[config.mk]
export PLATFORM = sky130hd
export DESIGN_NAME = gpmc_power_mode_ctrl
export DESIGN_NICKNAME = d
export VERILOG_FILES = /design/src/gpmc_pkg.sv /design/src/gpmc_power_mode_ctrl.sv
export VERILOG_INCLUDE_DIRS = /design/src
export SDC_FILE = /design/constraint.sdc
export NUM_CORES = 1
export LEC_CHECK = 0
export BUFFER_PORTS_ARGS = -buffer_cell sky130_fd_sc_hd__buf_2
export CORE_MARGIN = 10
export CORE_UTILIZATION = 60
export CTS_BUF_LIST = sky130_fd_sc_hd__clkbuf_8 sky130_fd_sc_hd__clkbuf_16
export DETAILED_ROUTE_END_ITERATION = 16
export HOLD_SLACK_MARGIN = 0.08
export PLACE_DENSITY = 0.9
export SLEW_MARGIN = 20
export SYNTH_ARGS = -nofsm -noshare
export SYNTH_HDL_FRONTEND = slang
export SYNTH_SLANG_ARGS = --single-unit
[constraint.sdc]
create_clock -name clk_sys -period 11.8 [get_ports clk_sys]
set_input_delay 0.59 -clock clk_sys [delete_from_list [all_inputs] [get_ports clk_sys]]
set_output_delay 0.59 -clock clk_sys [all_outputs]
set_load 0.1 [all_outputs]
[src/gpmc_defs.svh]
`ifndef GPMC_DEFS_SVH
`define GPMC_DEFS_SVH

// register byte offsets
`define GPMC_OFF_CTRL 12'h000
`define GPMC_OFF_CHG_THR 12'h004
`define GPMC_OFF_DIS_THR 12'h008
`define GPMC_OFF_STATUS 12'h00C
`define GPMC_OFF_IRQ_STAT 12'h010
`define GPMC_OFF_IRQ_MASK 12'h014
`define GPMC_OFF_GPIO 12'h018

// control register fields
`define GPMC_CTRL_PMODE_BIT 0
`define GPMC_CTRL_UNDERVOLT_SLEEP_ENABLE_BIT 1
`define GPMC_CTRL_PIE_LSB 2
`define GPMC_CTRL_ALARM_SEL_BIT 4
`define GPMC_CTRL_OVERDRIVE_BIT 5
`define GPMC_CTRL_RESET 6'h00

// interrupt status bits
`define GPMC_IRQ_WAKE_BIT 0
`define GPMC_IRQ_ALARM_BIT 1
`define GPMC_IRQ_SLEEP_BIT 2
`define GPMC_IRQ_SUSP_BIT 3

// timing, in ms, and clock rate in kHz
`define GPMC_CLK_KHZ 50000
`define GPMC_IDLE_LOW_MS 2100
`define GPMC_UV_DELAY_MS 82
`define GPMC_MEAS_MS 90
`define GPMC_SUSP_P1_MS 1000
`define GPMC_SUSP_P2_MS 2000
`define GPMC_SUSP_P3_MS 4000

`endif

[src/gpmc_pkg.sv]
package gpmc_pkg;
  // power modes
  typedef enum logic [1:0]
  {
    GPMC_ACTIVE = 2'b00,
    GPMC_SUSPEND = 2'b01,
    GPMC_TEMP_ACTIVE = 2'b10,
    GPMC_SLEEP = 2'b11
  } gpmc_mode_t;

  // measurement results handed in by the datapath
  typedef struct packed
  {
    logic cur_valid;
    logic signed [15:0] current;
    logic below_uv;
    logic alarm_cross;
  } gpmc_meas_t;

  // power domain controls handed out
  typedef struct packed
  {
    logic meas_run;
    logic lp_osc_run;
    logic dq_buf_on;
  } gpmc_pwr_t;
endpackage

[src/gpmc_power_mode_ctrl.sv]
// Contract
// active mode measures all and watches undervoltage
// suspend/sleep stop measuring; limited blocks kept alive
// suspend entry: enable, idle low, nonzero interval, quiet current
// sleep entry: enable, idle low, interval zero
// undervoltage held for delay enters sleep
// undervoltage timing runs in both active kinds
// suspend timer expiry starts temporary active measurement
// quiet measurement returns to suspend
// loud measurement pulls io low, stays active
// data line rising edge wakes to active
// defaults: undervolt, enable off, interval zero
// power up starts in active mode
// threshold crossing raises the alarm interrupt
// alarm routed to data or io pin
// io pin also general purpose input output
// data pin standard or overdrive rate
// interval code picks suspend period, loaded on entry
// idle timer restarts whenever data line high
//
// Our own choices: the address map and register access over APB.
`timescale 1ns/1ns
`include "gpmc_defs.svh"
module gpmc_power_mode_ctrl
  import gpmc_pkg::*;
#(
  parameter int unsigned IDLE_LOW_CYC = `GPMC_IDLE_LOW_MS * `GPMC_CLK_KHZ,
  parameter int unsigned UV_DELAY_CYC = `GPMC_UV_DELAY_MS * `GPMC_CLK_KHZ,
  parameter int unsigned MEAS_CYC = `GPMC_MEAS_MS * `GPMC_CLK_KHZ,
  parameter int unsigned SUSP_P1_CYC = `GPMC_SUSP_P1_MS * `GPMC_CLK_KHZ,
  parameter int unsigned SUSP_P2_CYC = `GPMC_SUSP_P2_MS * `GPMC_CLK_KHZ,
  parameter int unsigned SUSP_P3_CYC = `GPMC_SUSP_P3_MS * `GPMC_CLK_KHZ
)
(
  // clock, reset, enable
  input wire logic clk_sys,
  input wire logic rst,
  input wire logic clk_en,
  // apb slave
  input wire logic psel,
  input wire logic penable,
  input wire logic pwrite,
  input wire logic [11:0] paddr,
  input wire logic [31:0] pwdata,
  output logic [31:0] prdata,
  output logic pready,
  output logic pslverr,
  // data line pin
  input wire logic dq_in,
  output logic dq_out,
  output logic dq_oe_n,
  // programmable io pin
  input wire logic programmable_io_pin_in,
  output logic programmable_io_pin_out,
  output logic programmable_io_pin_oe_n,
  // measurement side
  input wire gpmc_meas_t meas,
  output gpmc_pwr_t pwr,
  output logic overdrive,
  // interrupt
  output logic irq
);

  // state
  gpmc_mode_t mode_q, mode_d;
  logic [5:0] ctrl_q; // control fields
  logic signed [15:0] chg_thr_q; // charge suspend threshold
  logic signed [15:0] dis_thr_q; // discharge suspend threshold
  logic [3:0] irq_stat_q; // sticky events
  logic [3:0] irq_mask_q; // event gate
  logic [1:0] gpio_q; // bit0 drive-low, bit1 sampled input
  logic dq_prev_q; // last data line level
  logic [31:0] idle_cnt_q; // idle-low counter
  logic [31:0] uv_cnt_q; // undervoltage counter
  logic [31:0] tmr_q; // suspend period timer
  logic wake_pin_q; // io held low by wake interrupt
  logic [31:0] prdata_q;
  logic pslverr_q; // error flag for the coming access phase
  gpmc_pwr_t pwr_q; // registered power domain controls
  logic irq_q;

  // field decode
  wire pmode_en = ctrl_q[`GPMC_CTRL_PMODE_BIT];
  wire uv_en = ctrl_q[`GPMC_CTRL_UNDERVOLT_SLEEP_ENABLE_BIT];
  wire [1:0] suspend_interval_select = ctrl_q[`GPMC_CTRL_PIE_LSB +: 2];
  wire alarm_on_io = ctrl_q[`GPMC_CTRL_ALARM_SEL_BIT];

  // suspend period table indexed by interval code
  function automatic logic [31:0] susp_period(input logic [1:0] code);
    unique case (code)
      2'b01: susp_period = SUSP_P1_CYC;
      2'b10: susp_period = SUSP_P2_CYC;
      2'b11: susp_period = SUSP_P3_CYC;
      default: susp_period = 32'h0000_0000;
    endcase
  endfunction

  // bus decode
  wire acc = psel && penable;
  wire wr = acc && pwrite;
  wire hit_ctrl = paddr == `GPMC_OFF_CTRL;
  wire hit_chg = paddr == `GPMC_OFF_CHG_THR;
  wire hit_dis = paddr == `GPMC_OFF_DIS_THR;
  wire hit_stat = paddr == `GPMC_OFF_STATUS;
  wire hit_istat = paddr == `GPMC_OFF_IRQ_STAT;
  wire hit_imask = paddr == `GPMC_OFF_IRQ_MASK;
  wire hit_gpio = paddr == `GPMC_OFF_GPIO;
  wire hit_any = hit_ctrl | hit_chg | hit_dis | hit_stat | hit_istat | hit_imask | hit_gpio;

  // condition decode
  wire in_active = (mode_q == GPMC_ACTIVE) || (mode_q == GPMC_TEMP_ACTIVE);
  wire dq_rise = dq_in && !dq_prev_q;
  wire idle_expired = idle_cnt_q >= IDLE_LOW_CYC;
  wire cur_quiet = (meas.current < chg_thr_q) && (meas.current > dis_thr_q);
  wire uv_expired = uv_en && (uv_cnt_q >= UV_DELAY_CYC);
  wire tmr_done = tmr_q == 32'h0000_0000;

  // next mode and events
  logic ev_wake, ev_sleep, ev_susp;
  always_comb
  begin
    mode_d = mode_q;
    ev_wake = 1'b0;
    ev_sleep = 1'b0;
    ev_susp = 1'b0;
    unique case (mode_q)
      GPMC_ACTIVE:
      begin
        if (pmode_en && uv_expired)
        begin
          mode_d = GPMC_SLEEP;
          ev_sleep = 1'b1;
        end
        else if (pmode_en && idle_expired && suspend_interval_select == 2'b00)
        begin
          mode_d = GPMC_SLEEP;
          ev_sleep = 1'b1;
        end
        else if (pmode_en && idle_expired && suspend_interval_select != 2'b00 && meas.cur_valid && cur_quiet)
        begin
          mode_d = GPMC_SUSPEND;
          ev_susp = 1'b1;
        end
      end
      GPMC_SUSPEND:
      begin
        if (dq_rise)
          mode_d = GPMC_ACTIVE;
        else if (tmr_done)
          mode_d = GPMC_TEMP_ACTIVE;
      end
      GPMC_TEMP_ACTIVE:
      begin
        if (dq_rise)
          mode_d = GPMC_ACTIVE;
        else if (pmode_en && uv_expired)
        begin
          mode_d = GPMC_SLEEP;
          ev_sleep = 1'b1;
        end
        else if (meas.cur_valid && cur_quiet)
          mode_d = GPMC_SUSPEND;
        else if (meas.cur_valid)
        begin
          mode_d = GPMC_ACTIVE;
          ev_wake = 1'b1;
        end
      end
      GPMC_SLEEP:
      begin
        if (dq_rise)
          mode_d = GPMC_ACTIVE;
      end
    endcase
  end

  // mode register; reset lands in active
  always_ff @(posedge clk_sys or posedge rst)
  begin
    if (rst)
      mode_q <= GPMC_ACTIVE;
    else if (clk_en)
      mode_q <= mode_d;
  end

  // idle-low counter, cleared while the line is high
  always_ff @(posedge clk_sys or posedge rst)
  begin
    if (rst)
      idle_cnt_q <= 32'h0000_0000;
    else if (clk_en)
    begin
      if (dq_in || !in_active)
        idle_cnt_q <= 32'h0000_0000;
      else if (!idle_expired)
        idle_cnt_q <= idle_cnt_q + 32'h0000_0001;
    end
  end

  // undervoltage delay counter, runs in either active kind
  always_ff @(posedge clk_sys or posedge rst)
  begin
    if (rst)
      uv_cnt_q <= 32'h0000_0000;
    else if (clk_en)
    begin
      if (!in_active || !meas.below_uv)
        uv_cnt_q <= 32'h0000_0000;
      else if (uv_cnt_q < UV_DELAY_CYC)
        uv_cnt_q <= uv_cnt_q + 32'h0000_0001;
    end
  end

  // suspend period timer, reloaded on suspend entry
  always_ff @(posedge clk_sys or posedge rst)
  begin
    if (rst)
      tmr_q <= 32'h0000_0000;
    else if (clk_en)
    begin
      if (mode_d == GPMC_SUSPEND && mode_q != GPMC_SUSPEND)
        tmr_q <= susp_period(suspend_interval_select) - 32'h0000_0001;
      else if (mode_q == GPMC_SUSPEND && !tmr_done)
        tmr_q <= tmr_q - 32'h0000_0001;
    end
  end

  // data line edge history
  always_ff @(posedge clk_sys or posedge rst)
  begin
    if (rst)
      dq_prev_q <= 1'b1;
    else if (clk_en)
      dq_prev_q <= dq_in;
  end

  // wake interrupt hold on io pin, released by a data line wake
  always_ff @(posedge clk_sys or posedge rst)
  begin
    if (rst)
      wake_pin_q <= 1'b0;
    else if (clk_en)
    begin
      if (ev_wake)
        wake_pin_q <= 1'b1;
      else if (dq_rise)
        wake_pin_q <= 1'b0;
    end
  end

  // configuration registers
  always_ff @(posedge clk_sys or posedge rst)
  begin
    if (rst)
    begin
      ctrl_q <= `GPMC_CTRL_RESET;
      chg_thr_q <= 16'h0000;
      dis_thr_q <= 16'h0000;
      irq_mask_q <= 4'h0;
      gpio_q <= 2'b00;
    end
    else if (clk_en)
    begin
      gpio_q[1] <= programmable_io_pin_in;
      if (wr && hit_ctrl)
        ctrl_q <= pwdata[5:0];
      if (wr && hit_chg)
        chg_thr_q <= pwdata[15:0];
      if (wr && hit_dis)
        dis_thr_q <= pwdata[15:0];
      if (wr && hit_imask)
        irq_mask_q <= pwdata[3:0];
      if (wr && hit_gpio)
        gpio_q[0] <= pwdata[0];
    end
  end

  // sticky events: set wins over write-one-to-clear
  wire [3:0] ev_vec = {ev_susp, ev_sleep, meas.alarm_cross, ev_wake};
  wire [3:0] w1c = (wr && hit_istat) ? pwdata[3:0] : 4'h0;
  always_ff @(posedge clk_sys or posedge rst)
  begin
    if (rst)
    begin
      irq_stat_q <= 4'h0;
      irq_q <= 1'b0;
    end
    else if (clk_en)
    begin
      irq_stat_q <= (irq_stat_q & ~w1c) | ev_vec;
      irq_q <= |(((irq_stat_q & ~w1c) | ev_vec) & irq_mask_q);
    end
  end

  // read mux
  logic [31:0] rd_mux;
  always_comb
  begin
    rd_mux = 32'h0000_0000;
    if (hit_ctrl)
      rd_mux = {26'h000_0000, ctrl_q};
    else if (hit_chg)
      rd_mux = {{16{chg_thr_q[15]}}, chg_thr_q};
    else if (hit_dis)
      rd_mux = {{16{dis_thr_q[15]}}, dis_thr_q};
    else if (hit_stat)
      rd_mux = {29'h0000_0000, wake_pin_q, mode_q};
    else if (hit_istat)
      rd_mux = {28'h000_0000, irq_stat_q};
    else if (hit_imask)
      rd_mux = {28'h000_0000, irq_mask_q};
    else if (hit_gpio)
      rd_mux = {30'h0000_0000, gpio_q};
  end

  // apb answer: zero wait, error on unmapped address
  always_ff @(posedge clk_sys or posedge rst)
  begin
    if (rst)
      prdata_q <= 32'h0000_0000;
    else if (clk_en && psel && !penable)
      prdata_q <= rd_mux;
  end
  // error flag set in setup so it stands only through the access phase
  always_ff @(posedge clk_sys or posedge rst)
  begin
    if (rst)
      pslverr_q <= 1'b0;
    else if (clk_en)
      pslverr_q <= psel && !penable && !hit_any;
  end
  assign prdata = prdata_q;
  assign pready = 1'b1;
  assign pslverr = pslverr_q;

  // pin drive: alarm routed to the selected pin
  wire alarm_act = irq_stat_q[`GPMC_IRQ_ALARM_BIT];
  logic dq_oe_n_q, pio_oe_n_q;
  always_ff @(posedge clk_sys or posedge rst)
  begin
    if (rst)
    begin
      dq_oe_n_q <= 1'b1;
      pio_oe_n_q <= 1'b1;
    end
    else if (clk_en)
    begin
      dq_oe_n_q <= !(alarm_act && !alarm_on_io);
      pio_oe_n_q <= !(wake_pin_q || gpio_q[0] || (alarm_act && alarm_on_io));
    end
  end
  assign dq_out = 1'b0;
  assign dq_oe_n = dq_oe_n_q;
  assign programmable_io_pin_out = 1'b0;
  assign programmable_io_pin_oe_n = pio_oe_n_q;
  assign irq = irq_q;

  // power domain controls and line rate
  always_ff @(posedge clk_sys or posedge rst)
  begin
    if (rst)
    begin
      pwr_q.meas_run <= 1'b1;
      pwr_q.lp_osc_run <= 1'b1;
      pwr_q.dq_buf_on <= 1'b1;
    end
    else if (clk_en)
    begin
      pwr_q.meas_run <= (mode_d == GPMC_ACTIVE) || (mode_d == GPMC_TEMP_ACTIVE);
      pwr_q.lp_osc_run <= mode_d != GPMC_SLEEP;
      pwr_q.dq_buf_on <= 1'b1;
    end
  end
  assign pwr = pwr_q;
  assign overdrive = ctrl_q[`GPMC_CTRL_OVERDRIVE_BIT];

endmodule

==> impl_metrics.json <==
{
  "worstSetupStartpointType": "flop",
  "die_w_microns": 147,
  "required_ps": 12160,
  "synth_area_sq_mm": 0.00972,
  "rows": 46,
  "fin_setup_tns_ps": 0,
  "cts_inserted_buffers": 17,
  "synth_top_area_share_pct": 42.5,
  "drc": 0,
  "clockBufferDepth": 2,
  "vias": 8437,
  "synth-edff-count": 0,
  "cts_tree": "done",
  "period_share_pct": 44.7,
  "grt-ovfl-total": 0,
  "ys_async_sr_fraction_pct": 100,
  "grt_pass1_wl_microns": 40800,
  "finalSetupViolCount": 0,
  "die-area_sq_mm": 0.0217,
  "grt_start_max_net_pins": 99,
  "final-hold-violation-count": 0,
  "rsz0062_at_grt": "no",
  "finalMaxSlewViolations": 0,
  "ys_warn_count": 0,
  "synthCells": 1065,
  "vias_per_cell": 6.24,
  "cts.sinks": 170,
  "die_h_microns": 147,
  "drt_iter0_markers": 908,
  "track_usage_pct": 22.4,
  "clock_latency_ps": 440,
  "final_nets": 1235,
  "fmax_mhz": 189,
  "worstMarginPinSlew_ps": 1080,
  "post_cts_resized": 0,
  "drt_first_pass_iters": 5,
  "wirelength_microns": 24200,
  "power-per-cell-area_mw_per_mm2": 158,
  "critical_path_class": "flop to flop",
  "finalPower_uw": 1710,
  "antenna_found_initial": 0,
  "post_cts_buffers": 0,
  "relSlewSlack_pct": 27.7,
  "min_path_type": "input pin to async pin",
  "yosysMostFrequentCell": "dfrtp_1",
  "drive_gt1_share_pct": 15.7,
  "synthTopCellsByArea": "dfrtp_1 42%, ha_1 5.3%, nor2_1 4.5%, nand2_1 4.2%, o21ai_0 3.9%",
  "critical_path.endpoint_type": "flop",
  "dp_cells": 1320,
  "final_cells": 1353,
  "cp_max_fo": 28,
  "ys_seq_elements": 170,
  "htreeDepth": 4,
  "clk_pin_slew_worst_paths_ps": 70,
  "status": "complete, no violations",
  "post_drt_wl_per_cell_microns": 17.9,
  "cap_violations": 0,
  "fin_skew_ps": 9.07,
  "area_growth_syn_to_layout_pct": 11.3,
  "fin_crit_ps": 5280,
  "synth-seq-area-share_pct": 43.8,
  "place_congestion": 0.922,
  "port_buffers": 93,
  "netlist_top_cells_count": "165 x dfrtp_1, 116 x nor2_1, 110 x nand2_1",
  "yosysTopAreaCell": "dfrtp_1",
  "ir_worst_vdd_v": 0.000117,
  "root_buffer": "clkbuf_16",
  "leakagePower_uw": 0.00517,
  "dp_hpwl_microns": 16600,
  "ant_nets": 0,
  "syn_avg_cell_area_sq_um": 9.12,
  "start_util_pct": 61.2,
  "worstPathArrival_ps": 5640,
  "ys_types": 83,
  "core_area_sq_mm": 0.0159,
  "ys.flop_type": "dfrtp_1",
  "io_pins": 114,
  "final_core_util_pct": 68.1,
  "grt_pass1_vias": 8404,
  "ctsHoldBuffers": 0
}
[kinds of logic (layout without fill, tap and decap cells)]
logic type | after synthesis | count (layout) | share of synthesized area (%)
and+or+nand+nor | 400 | 400 | 20.6
AOI/OAI and AO/OA | 269 | 269 | 18.3
DFF | 170 | 170 | 43.8
buffers and inverters | 121 | 190 | 5.79
xor gates and xnor gates | 43 | 43 | 3.88
adders and majority gates | 41 | 41 | 5.28
muxes | 19 | 19 | 2.24
other | 2 | 5 | 0.0773
[report_power, final]
part / switching, uW / leakage, uW / internal (uW)
Sequential: 81.8 / 0.00209 / 648
Combinational: 246 / 0.00278 / 131
Clock: 259 / 0.000308 / 343
Total: 587 / 0.00517 / 1120
[stage by stage]
step,setup slack [ps],cell area [sq um],hold WS (ps)
detailed placement,6420,10200,465
finish,6520,10800,325
floorplan,6610,9730,457
global route,6140,10800,372
CTS,6660,10800,362
global placement,6530,10200,458
[metal layers]
metal  vias to the layer above  global-route usage [%]  part of all wire (%)
met1                      4103                    28.3                    42
li1                       3904                       -                     -
met4                         0                    8.97                   2.9
met5                         -                       0                     0
met2                       363                    35.7                    47
met3                        67                    5.93                   7.2
[state kept, by name (all words and copies together), names as in the netlist, 2 cells and up]
name and flops:
dis_thr_q 16, ctrl_q 6, irq_stat_q 4, tmr_q 32, idle_cnt_q 32, prdata 16, pwr 2, gpio_q 2
uv_cnt_q 32, chg_thr_q 16, mode_q 2, irq_mask_q 4
[final cells by class]
class	count	area, sq um
clock inverter	15	203
clock buffer	17	425
fill	1211	5060
antenna	1	2.50
inverter	57	219
sequential	170	4260
tap	216	270
multi-input combinational	776	4910
timing repair buffer	101	526
[worst max-delay path, stage by stage (launching register included)]
cell and delay [ps]:
dfrtp_1 340, inv_1 70, ha_1 320, nand4_1 130, or4_1 530, nor3_1 180, a211o_1 150, mux2i_1 180
nor3b_4 460, a31o_2 310, nand2_4 220, nand2_1 140, ha_1 360, nand2_1 200, nor4_2 390, nand2_1 250
nor3_1 240, nand2_1 120, nor4_1 260, o21ai_0 130, a2bb2oi_1 190
[path summary, 6_finish.rpt]
path	start	end	slack [ps]	depth (start not counted)
worst max register to register	chg_thr_q[15]	tmr_q[28]	6520	20
worst max-delay path	chg_thr_q[15]	tmr_q[28]	6520	20
worst min register to register	prdata[10]	prdata[10]	470	2
worst min-delay path	rst	uv_cnt_q[22]	320	2
min in group clk_sys	pwdata[11]	chg_thr_q[11]	370	3
max in group asynchronous	rst	prdata[12]	10040	3
[cells in the final DEF (no fill, tap or decap), types with 8 or more instances in the layout]
master / instances
dfrtp_1: 165
nor2_1: 115
nand2_1: 110
buf_2: 93
o21ai_0: 76
inv_1: 56
a21oi_1: 56
ha_1: 41
nand3_1: 33
xor2_1: 29
nor3_1: 28
and3_1: 21
a31oi_1: 20
clkbuf_16: 17
nand4_1: 16
nor4_1: 15
xnor2_1: 14
mux2_2: 12
or3_1: 11
a22o_1: 11
o211ai_1: 10
o211a_1: 10
o22a_1: 10
nor2b_1: 8
o22ai_1: 8
buf_4: 8
Note: power is estimated with default switching activity, not from simulation.
